[src/wake_route_pkg.sv]
package wake_route_pkg;

	// ----------------------------------------------------------------
	// register indices (byte address = index * 4)
	// ----------------------------------------------------------------
	localparam logic [5:0] IDX_MOD_EVENT_STATUS = 6'h00;
	localparam logic [5:0] IDX_GP_EVENT_STATUS  = 6'h01;
	localparam logic [5:0] IDX_GP_WAKE_ENABLE   = 6'h03;
	localparam logic [5:0] IDX_WAKE_CONFIG      = 6'h04;
	localparam logic [5:0] IDX_MGMT_IRQ_ROUTE   = 6'h13;

	// ----------------------------------------------------------------
	// reset values
	// ----------------------------------------------------------------
	localparam logic [7:0] RST_EVENT_STATUS = 8'h00;
	localparam logic [7:0] RST_GP_WAKE_EN   = 8'h00;
	localparam logic [7:0] RST_WAKE_CONFIG  = 8'h00;
	localparam logic [7:0] RST_MGMT_ROUTE   = 8'h00;

	// ----------------------------------------------------------------
	// configuration register fields
	// ----------------------------------------------------------------
	localparam int         CFG_BANK_LSB     = 0;
	localparam int         CFG_BANK_MSB     = 1;
	localparam int         CFG_SWAP_BIT     = 2;
	localparam int         CFG_PWR_PULSE_BIT = 3;
	localparam logic [7:0] CFG_WRITE_MASK   = 8'h0F;

	// ----------------------------------------------------------------
	// routing register fields (bits 5 and 7 reserved)
	// ----------------------------------------------------------------
	localparam int         ROUTE_RING_ONE_BIT = 0;
	localparam int         ROUTE_RING_TWO_BIT = 1;
	localparam int         ROUTE_KEYBOARD_BIT = 2;
	localparam int         ROUTE_MOUSE_BIT    = 3;
	localparam int         ROUTE_INFRARED_BIT = 4;
	localparam int         ROUTE_SOFTWARE_BIT = 6;
	localparam logic [7:0] ROUTE_WRITE_MASK   = 8'h5F;

	// ----------------------------------------------------------------
	// bus encodings and banks
	// ----------------------------------------------------------------
	localparam logic [1:0]  HTRANS_NONSEQ = 2'h2;
	localparam logic [31:0] READ_ZERO     = 32'h0000_0000;

	typedef enum logic [1:0] {
		BANK_KBD_MOUSE,
		BANK_INFRARED,
		BANK_ROUTING,
		BANK_STANDBY_GPIO
	} bank_t;

endpackage

[src/wake_route_regs.sv]
// Overview of operation
// - all three registers reset to zero on power-up or software reset
// - eight wake enables, bit n for event n; enabled detected event raises wake request
// - configuration bit 2 set swaps keyboard and mouse clock/data inputs
// - configuration bits 1-0 choose visible extension bank 0 to 3
// - routing register reachable only with bank 2 selected, at index 13h
// - routing bits: ring one, ring two, keyboard, mouse, infrared, bit 6 software
// - routed detected event raises management interrupt regardless of wake enables
// - event status bits stick until software writes one; zero leaves them
`timescale 1ns/1ps
`default_nettype none

module wake_route_regs (
	input  wire logic                        sys_clk,
	input  wire logic                        srst,
	// ahb-lite slave
	input  wire logic                        hsel,
	input  wire logic [31:0]                 haddr,
	input  wire logic [1:0]                  htrans,
	input  wire logic                        hwrite,
	input  wire logic [2:0]                  hsize,
	input  wire logic [31:0]                 hwdata,
	input  wire logic                        hready,
	output logic      [31:0]                 hrdata,
	output logic                             hreadyout,
	output logic                             hresp,
	// detected events, one-cycle pulses from the detectors
	input  wire logic [7:0]                  gpEventDetect,
	input  wire logic [7:0]                  moduleEventDetect,
	// keyboard and mouse pins
	input  wire logic                        keyboardClockPin,
	input  wire logic                        keyboardDataPin,
	input  wire logic                        mouseClockPin,
	input  wire logic                        mouseDataPin,
	// inputs toward the keyboard controller
	output logic                             keyboardClockIn,
	output logic                             keyboardDataIn,
	output logic                             mouseClockIn,
	output logic                             mouseDataIn,
	// host-facing requests and configuration
	output logic                             powerWakeRequest,
	output logic                             mgmtInterrupt,
	output wake_route_pkg::bank_t            bankSelect,
	output logic                             powerButtonPulseS3En
);
	import wake_route_pkg::*;

	// ----------------------------------------------------------------
	// bus address phase capture
	// ----------------------------------------------------------------
	logic       wrPending_reg;
	logic       wrPending_next;
	logic [5:0] wrIndex_reg;
	logic [5:0] wrIndex_next;
	logic [31:0] rdData_reg;
	logic [31:0] rdData_next;
	logic       addrPhase;

	// ----------------------------------------------------------------
	// registers
	// ----------------------------------------------------------------
	logic [7:0] gpWakeEnable_reg;
	logic [7:0] gpWakeEnable_next;
	logic [7:0] wakeConfig_reg;
	logic [7:0] wakeConfig_next;
	logic [7:0] mgmtRoute_reg;
	logic [7:0] mgmtRoute_next;
	logic [7:0] gpStatus;
	logic [7:0] gpStatusNext;
	logic [7:0] modStatus;
	logic [7:0] modStatusNext;
	logic [7:0] gpClear;
	logic [7:0] modClear;

	// ----------------------------------------------------------------
	// pin synchronisers and outputs
	// ----------------------------------------------------------------
	logic [3:0] pinMeta_reg;
	logic [3:0] pinSync_reg;
	logic [3:0] kbcIn_reg;
	logic [3:0] kbcIn_next;
	logic       wakeReq_reg;
	logic       wakeReq_next;
	logic       mgmtIrq_reg;
	logic       mgmtIrq_next;

	// true when the index is visible under the given bank
	function automatic logic idxVisible(input logic [5:0] idx, input logic [7:0] cfg);
		logic visible;
		visible = 1'b1;
		if (idx == IDX_MGMT_IRQ_ROUTE) begin
			visible = (bank_t'(cfg[CFG_BANK_MSB:CFG_BANK_LSB]) == BANK_ROUTING);
		end
		return visible;
	endfunction

	// read multiplexer over a set of register values
	function automatic logic [31:0] readMux(input logic [5:0] idx, input logic [7:0] modSt,
			input logic [7:0] gpSt, input logic [7:0] en, input logic [7:0] cfg,
			input logic [7:0] route);
		logic [7:0] value;
		value = 8'h00;
		case (idx)
			IDX_MOD_EVENT_STATUS: value = modSt;
			IDX_GP_EVENT_STATUS:  value = gpSt;
			IDX_GP_WAKE_ENABLE:   value = en;
			IDX_WAKE_CONFIG:      value = cfg;
			IDX_MGMT_IRQ_ROUTE:   value = idxVisible(idx, cfg) ? route : 8'h00;
			default:              value = 8'h00;
		endcase
		return {24'h00_0000, value};
	endfunction

	// ----------------------------------------------------------------
	// bus slave: zero wait states, always okay
	// ----------------------------------------------------------------
	assign addrPhase = hsel & hready & (htrans == HTRANS_NONSEQ);
	assign hreadyout = 1'b1;
	assign hresp     = 1'b0;
	assign hrdata    = rdData_reg;

	// pending write and read data for the coming data phase
	always_comb begin
		wrPending_next = addrPhase & hwrite;
		wrIndex_next   = addrPhase ? haddr[7:2] : wrIndex_reg;
		rdData_next    = READ_ZERO;
		if (addrPhase & ~hwrite) begin
			rdData_next = readMux(haddr[7:2], modStatusNext, gpStatusNext,
				gpWakeEnable_next, wakeConfig_next, mgmtRoute_next);
		end
	end

	// register the bus phase state
	always_ff @(posedge sys_clk) begin
		if (srst) begin
			wrPending_reg <= 1'b0;
			wrIndex_reg   <= 6'h00;
			rdData_reg    <= READ_ZERO;
		end else begin
			wrPending_reg <= wrPending_next;
			wrIndex_reg   <= wrIndex_next;
			rdData_reg    <= rdData_next;
		end
	end

	// ----------------------------------------------------------------
	// register writes in the data phase
	// ----------------------------------------------------------------
	always_comb begin
		gpWakeEnable_next = gpWakeEnable_reg;
		wakeConfig_next   = wakeConfig_reg;
		mgmtRoute_next    = mgmtRoute_reg;
		gpClear           = 8'h00;
		modClear          = 8'h00;
		if (wrPending_reg) begin
			case (wrIndex_reg)
				IDX_MOD_EVENT_STATUS: modClear = hwdata[7:0];
				IDX_GP_EVENT_STATUS:  gpClear = hwdata[7:0];
				IDX_GP_WAKE_ENABLE:   gpWakeEnable_next = hwdata[7:0];
				IDX_WAKE_CONFIG:      wakeConfig_next = hwdata[7:0] & CFG_WRITE_MASK;
				IDX_MGMT_IRQ_ROUTE: begin
					if (idxVisible(wrIndex_reg, wakeConfig_reg)) begin
						mgmtRoute_next = hwdata[7:0] & ROUTE_WRITE_MASK;
					end
				end
				default: begin
				end
			endcase
		end
	end

	// register file, cleared by reset
	always_ff @(posedge sys_clk) begin
		if (srst) begin
			gpWakeEnable_reg <= RST_GP_WAKE_EN;
			wakeConfig_reg   <= RST_WAKE_CONFIG;
			mgmtRoute_reg    <= RST_MGMT_ROUTE;
		end else begin
			gpWakeEnable_reg <= gpWakeEnable_next;
			wakeConfig_reg   <= wakeConfig_next;
			mgmtRoute_reg    <= mgmtRoute_next;
		end
	end

	// ----------------------------------------------------------------
	// sticky detected-event flags
	// ----------------------------------------------------------------
	wake_event_status gpStatusBits (
		.sys_clk    (sys_clk),
		.srst       (srst),
		.setPulse   (gpEventDetect),
		.clearMask  (gpClear),
		.status     (gpStatus),
		.statusNext (gpStatusNext)
	);

	wake_event_status modStatusBits (
		.sys_clk    (sys_clk),
		.srst       (srst),
		.setPulse   (moduleEventDetect),
		.clearMask  (modClear),
		.status     (modStatus),
		.statusNext (modStatusNext)
	);

	// ----------------------------------------------------------------
	// request outputs
	// ----------------------------------------------------------------
	always_comb begin
		wakeReq_next = |(gpStatus & gpWakeEnable_reg);
		mgmtIrq_next = |(modStatus & mgmtRoute_reg & ROUTE_WRITE_MASK);
	end

	// ----------------------------------------------------------------
	// keyboard and mouse input exchange
	// ----------------------------------------------------------------
	always_comb begin
		if (wakeConfig_reg[CFG_SWAP_BIT]) begin
			kbcIn_next = {pinSync_reg[1:0], pinSync_reg[3:2]};
		end else begin
			kbcIn_next = pinSync_reg;
		end
	end

	// pin synchronisers, swap stage and request flops
	always_ff @(posedge sys_clk) begin
		if (srst) begin
			pinMeta_reg <= 4'hF;
			pinSync_reg <= 4'hF;
			kbcIn_reg   <= 4'hF;
			wakeReq_reg <= 1'b0;
			mgmtIrq_reg <= 1'b0;
		end else begin
			pinMeta_reg <= {keyboardClockPin, keyboardDataPin, mouseClockPin, mouseDataPin};
			pinSync_reg <= pinMeta_reg;
			kbcIn_reg   <= kbcIn_next;
			wakeReq_reg <= wakeReq_next;
			mgmtIrq_reg <= mgmtIrq_next;
		end
	end

	assign keyboardClockIn      = kbcIn_reg[3];
	assign keyboardDataIn       = kbcIn_reg[2];
	assign mouseClockIn         = kbcIn_reg[1];
	assign mouseDataIn          = kbcIn_reg[0];
	assign powerWakeRequest     = wakeReq_reg;
	assign mgmtInterrupt        = mgmtIrq_reg;
	assign bankSelect           = bank_t'(wakeConfig_reg[CFG_BANK_MSB:CFG_BANK_LSB]);
	assign powerButtonPulseS3En = wakeConfig_reg[CFG_PWR_PULSE_BIT];

endmodule // wake_route_regs

`default_nettype wire

[src/wake_event_status.sv]
`timescale 1ns/1ps
`default_nettype none

module wake_event_status (
	input  wire logic                        sys_clk,
	input  wire logic                        srst,
	input  wire logic [7:0]                  setPulse,
	input  wire logic [7:0]                  clearMask,
	output logic      [7:0]                  status,
	output logic      [7:0]                  statusNext
);
	import wake_route_pkg::*;

	logic [7:0] status_reg;

	// sticky bits: write-one clears, a same-cycle event wins over the clear
	always_comb begin
		statusNext = (status_reg & ~clearMask) | setPulse;
	end

	// register the flags
	always_ff @(posedge sys_clk) begin
		if (srst) begin
			status_reg <= RST_EVENT_STATUS;
		end else begin
			status_reg <= statusNext;
		end
	end

	assign status = status_reg;

endmodule // wake_event_status

`default_nettype wire

[config.mk]
export PLATFORM = sky130hd
export DESIGN_NAME = wake_route_regs
export DESIGN_NICKNAME = d
export VERILOG_FILES = /design/src/wake_route_pkg.sv /design/src/wake_route_regs.sv /design/src/wake_event_status.sv
export SDC_FILE = /design/constraint.sdc
export NUM_CORES = 1
export LEC_CHECK = 0
export BUFFER_PORTS_ARGS = -buffer_cell sky130_fd_sc_hd__buf_2
export CAP_MARGIN = 20
export CORE_ASPECT_RATIO = 2
export CORE_MARGIN = 3
export CORE_UTILIZATION = 42
export DETAILED_ROUTE_END_ITERATION = 12
export PLACE_DENSITY = 0.76
export SLEW_MARGIN = 20
export SYNTH_ARGS = -nofsm -noshare
export SYNTH_HDL_FRONTEND = slang
export SYNTH_SLANG_ARGS = --single-unit
[constraint.sdc]
create_clock -name sys_clk -period 1.95 [get_ports sys_clk]
set_input_delay 0.195 -clock sys_clk [delete_from_list [all_inputs] [get_ports sys_clk]]
set_output_delay 0.195 -clock sys_clk [all_outputs]
set_load 0.02 [all_outputs]
Yosys cells after proc, flatten, opt, wreduce, memory -nomap -nowiden
Index checks and enable logic that the tools add are counted.

Bits in registers: 93. Output and inout bits: 43. Logic and storage cells: 62.

Reduce and logical (&&, ||, !) cells: 5. Bitwise operators: 14. Equality and inequality tests: 11. Mux-type cells: 18.

Operators with widths (number): $mux 8 (12); $pmux 8 s5 (1); $and 8x8->8 (3); $not 8->8 (2); $or 8x8->8 (2); $eq 6x1->1 const B (2); $eq 6x2->1 const B (2); $eq 6x3->1 const B (2); $eq 6x5->1 const B (2); $logic_not 6->1 (2); $reduce_or 8->1 (1); $and 7x7->7 (1); $eq 2x2->1 const B (3); $reduce_or 6->1 (1); $and 1x1->1 (4); $mux 1 (4); $mux 4 (1); $not 1->1 (2); $reduce_or 2->1 (1).

Depth between registers and ports, before layout
Word-level depth: 8. Depth in mapped cells: 7.

Modules after synthesis
Synthesis repeated with hierarchy kept, for this count alone.

Cells, all modules: 337. Area, all modules: 3281.9 um^2.

Modules (own cells, without submodules): wake_route_regs (instances 1, area an instance 2458.6 um^2, cells an instance 255); wake_event_status (instances 2, area an instance 411.6 um^2, cells an instance 41).

Worst setup path after synthesis
Ideal clock, no wire load.

Kind: register to register. Start point: register wrIndex_reg[5]. End point: register rdData_reg[5], in the netlist hrdata[5]. Setup time: 0.125 ns. Period minus slack after synthesis: 1.983 ns. Cell stages (with the launch flop): 7. Setup slack: -0.033 ns. Path buffers: 1. Arrival: 1.858 ns. Cell sequence: dfxtp_1 -> nor4_4 -> and3_1 -> buf_6 -> mux2i_1 -> nor4b_1 -> o41a_1.

Cells in the longest elaborated chain, start to end: 8.

Ends and longest elaborated chain: start: declaration (RTL line wake_route_regs.sv:53) `logic [5:0] wrIndex_reg;`; start signal: assignment (RTL line wake_route_regs.sv:141) `wrIndex_reg <= wrIndex_next;`; $eq 6x3->1 (RTL line wake_route_regs.sv:156) `case (wrIndex_reg)`; $mux 8 (RTL line wake_route_regs.sv:156); $mux 8 (RTL line wake_route_regs.sv:155) `if (wrPending_reg) begin`; $eq 2x2->1 (RTL line wake_route_regs.sv:92) `visible = (bank_t'(cfg[CFG_BANK_MSB:CFG_BANK_LSB]) == BANK_ROUTING);`; $mux 1 (RTL line wake_route_regs.sv:103) `case (idx)`; $mux 1 (RTL line wake_route_regs.sv:127) `if (addrPhase & ~hwrite) begin`; $mux 8 (RTL line wake_route_regs.sv:108) `IDX_MGMT_IRQ_ROUTE: value = idxVisible(idx, cfg) ? route : 8'h00;`; $pmux 8 s5 * (RTL line wake_route_regs.sv:103); end signal: assignment (RTL line wake_route_regs.sv:142) `rdData_reg <= rdData_next;`; end: declaration (RTL line wake_route_regs.sv:55) `logic [31:0] rdData_reg;`.

Mark *: on every way between the ends. The rest lies on a longest branch, timed or not. The select of a mux whose other input is x is not followed. A chain may end at the register's enable or synchronous reset.

Final worst setup path
Start point: register wrIndex_reg[4]. End point: register rdData_reg[0], in the netlist hrdata[0].

Same word-level chain as after synthesis.

==> results.py <==
metrics = {
    "worst_setup_path": {
        "cp_slowest_cell": "dfxtp_1",
        "crit_path_max_fanout": 5,
        "slowest_delay_ns": 0.36,
        "cp.buffers_inverters": 1,
        "endpoint": "hrdata[0]",
        "cp-end-kind": "register",
        "cp.arrival_ns": 2.06,
        "cp.required_ns": 2.15,
        "r2r_cells": 6,
        "path_cells": "nor4_4 -> and3_2 -> buf_4 -> mux2i_1 -> o32a_1 -> o211ai_1",
        "r2r_slack_ns": 0.08,
        "critical_path.startpoint": "wrIndex_reg[4]",
        "cp-start-kind": "register",
        "r2r-end": "hrdata[0]",
        "r2r_start": "wrIndex_reg[4]",
        "crit_cells": 6,
        "critical_path.top_delay_family": "simple AND/OR/NAND/NOR gates",
        "setup.worst_path.class": "reg -> reg",
    },
    "synth": {
        "netlist_top_cells_area": "dfxtp_1 46%, buf_4 7.0%, mux2i_1 6.7%",
        "synthDistinctLibCells": 47,
        "yosysSeqAreaShare": 0.460,
        "yosys.area_share.simple": 0.224,
        "synth_xor_xnor_area_share": 0,
        "synth_top_family_by_area": "simple AND/OR/NAND/NOR gates",
        "ys.flop_type": "dfxtp_1",
        "yosys.area.top_type": "dfxtp_1",
        "ys_async_sr_fraction": 0,
        "yosysTopAreaCellShare": 0.460,
        "synth_compound_area_frac": 0.149,
        "synth_edf_count": 0,
        "netlist_instances": 324,
        "ys_ff_latch": 69,
        "yosys.area_share.adder": 0,
        "synth.avg_cell_area_um2": 9.27,
        "yosysWarnings": 0,
        "synthesis.area_mm2": 0.00300,
        "synthMuxAreaShare": 0.0667,
    },
    "route": {
        "wl_per_cell_um": 15.2,
        "first_iter_violations": 197,
        "first_pass_iters": 4,
        "vias_per_cell": 5.21,
        "ant_nets": 0,
        "drcViolationCount": 0,
        "routed_wl_um": 7320,
        "vias": 2509,
    },
    "power": {
        "seq_power_share": 0.448,
        "clkPwrFrac": 0.486,
        "p_int_mw": 2.54,
        "power.density_cell_area_mw_per_mm2": 902,
        "p_comb_frac": 0.066,
        "vdd_drop_max_v": 0.000655,
        "p_total_mw": 3.28,
        "switching_share": 0.225,
        "p_leak_nw": 1.56,
        "p_switching_uw": 738,
    },
    "clocking": {
        "clkTransAtPathRegs_ns": 0.06,
        "cts_buffer_depth": 2,
        "root_buffer": "clkbuf_16",
        "clock_latency_ns": 0.33,
        "numCtsBuffers": 9,
        "htree_levels": 3,
        "cts_hold_buf": 0,
        "cts_tree": "done",
        "cts.sinks": 69,
    },
    "timing": {
        "relSlewSlack": 0.561,
        "fin_skew_ns": 0.00640,
        "drv_slew": 0,
        "timing.hold.ws_ns": 0.0450,
        "hold_viol_final": 0,
        "rsz0062_at_grt": "true",
        "max_slew.worst_pin.slew_ns": 0.654,
        "layout_min_cycle_time_ns": 1.87,
        "clock.fmax_mhz": 536,
        "fin_crit_sh": 0.958,
        "setup_viol": 0,
    },
    "layout": {
        "drive_gt1_frac": 0.263,
        "fillers": 644,
        "final_cells": 482,
        "design_area_mm2": 0.00364,
        "syn_to_final_growth_pct": 21.1,
        "fin_nets": 481,
        "final_util": 0.524,
        "antennaDiodeCount": 0,
    },
    "run_status": {
        "outcome": "complete, no violations",
    },
    "hold_path": {
        "holdCritPathClass": "in -> reg",
    },
    "die": {
        "row_count": 43,
        "core_mm2": 0.00694,
        "dieHeight_um": 126,
        "dieArea_mm2": 0.00826,
        "start_util": 0.433,
        "io_pins": 137,
        "die-width_um": 65.8,
    },
    "place": {
        "place_hpwl_um": 5640,
        "portBuffers": 57,
        "placed_cell_area_mm2": 0.00331,
        "placed_cells": 464,
        "finalWeightedCongestion": 0.833,
    },
    "global_route": {
        "track_usage": 0.188,
        "grt_first_pass_wirelength_um": 11600,
        "overflow": 0,
        "grt_max_degree": 59,
        "grt_pass1_vias": 2454,
        "antenna_found_initial": 0,
    },
    "flow_run": {
        "cap_violations": 0,
    },
}
## how the worst min path moves through the flow
stage,depth (start not counted),end,start
global route,2,pinMeta_reg[3],keyboardClockPin
CTS,2,pinMeta_reg[3],keyboardClockPin
global placement,2,pinMeta_reg[3],keyboardClockPin
detailed placement,2,pinMeta_reg[3],keyboardClockPin
finish,2,pinMeta_reg[3],keyboardClockPin
floorplan,1,pinMeta_reg[0],mouseDataPin
## final cells by class
type,count,area (um^2),share of cell area
Sequential cell,69,1380,0.380
Multi-Input combinational cell,231,1440,0.395
Clock buffer,10,239,0.0657
Timing Repair Buffer,70,383,0.105
Tap cell,90,113,0.0310
Clock inverter,6,62.6,0.0172
Inverter,6,22.5,0.00619
## Yosys cell counts (3+ instances only)
library cell  number
inv_1              6
nand2_1           20
a31oi_1            7
a21oi_1           15
dfxtp_1           69
and4b_1            3
nand3_1            7
o21ai_0            5
nor3b_1            5
or2_2              9
nor2b_1           12
and2_1             4
o211ai_1           4
nor4_1             3
clkbuf_1          11
a2bb2oi_1          6
o32a_1             5
or3_1              3
a22oi_1            7
nor2_1            41
nand3b_1           3
buf_4             28
a211o_1            4
mux2i_1           20
## cell families (layout without fill, tap and decap cells)
group           count (synthesis)  after routing
simple gates                  123            123
flops                          69             69
compound gates                 62             62
buf+inv                        48             92
mux                            20             20
other cells                     2             26
## power by group through the flow
stage	clock (mW)	sequential [mW]	combinational (mW)
after global routing	1.69	1.47	0.240
after floorplan	0	1.49	0.165
final	1.60	1.47	0.217
after CTS	1.63	1.47	0.216
after detailed placement	0	1.50	0.215
after global placement	0	1.50	0.210
## timing repair
action | 4_1_cts | 5_1_grt
setup endpoints to repair | 0 | 10
buffers inserted | 0 | 2
gates resized for setup | 0 | 4
## cell usage in the layout, fill, tap and decap left out, types with 2 or more instances in the layout
cell type   n
a211o_1     4
a21oi_1    15
a22oi_1     7
a2bb2oi_1   6
a31oi_1     7
and2_1      4
and3_2      2
and3b_1     2
and4b_1     2
buf_2      57
buf_4      13
clkbuf_16   9
clkinv_2    3
clkinv_4    2
conb_1     26
dfxtp_1    69
inv_1       6
mux2i_1    19
nand2_1    19
nand3_1     7
nand3b_1    3
nor2_1     41
nor2b_1    12
nor3b_1     5
nor4_1      3
o211ai_1    4
o21ai_0     5
o32a_1      5
or2_2       9
or3_1       3
or4_1       2
## metrics by stage
stage               TNS (ns)  setup WS, ns
floorplan                  0       0.00447
global placement           0        0.0211
detailed placement         0        0.0116
CTS                        0        0.0201
global route        -0.00964      -0.00788
finish                     0        0.0827
## routing by layer
layer	share of wire	up-vias	global-route usage
met2	0.56	90	0.343
met1	0.35	1176	0.179
met3	0.053	17	0.0404
met4	0.040	0	0.122
li1	-	1226	-
met5	0	-	0
Power figures use the tool's default switching activity.
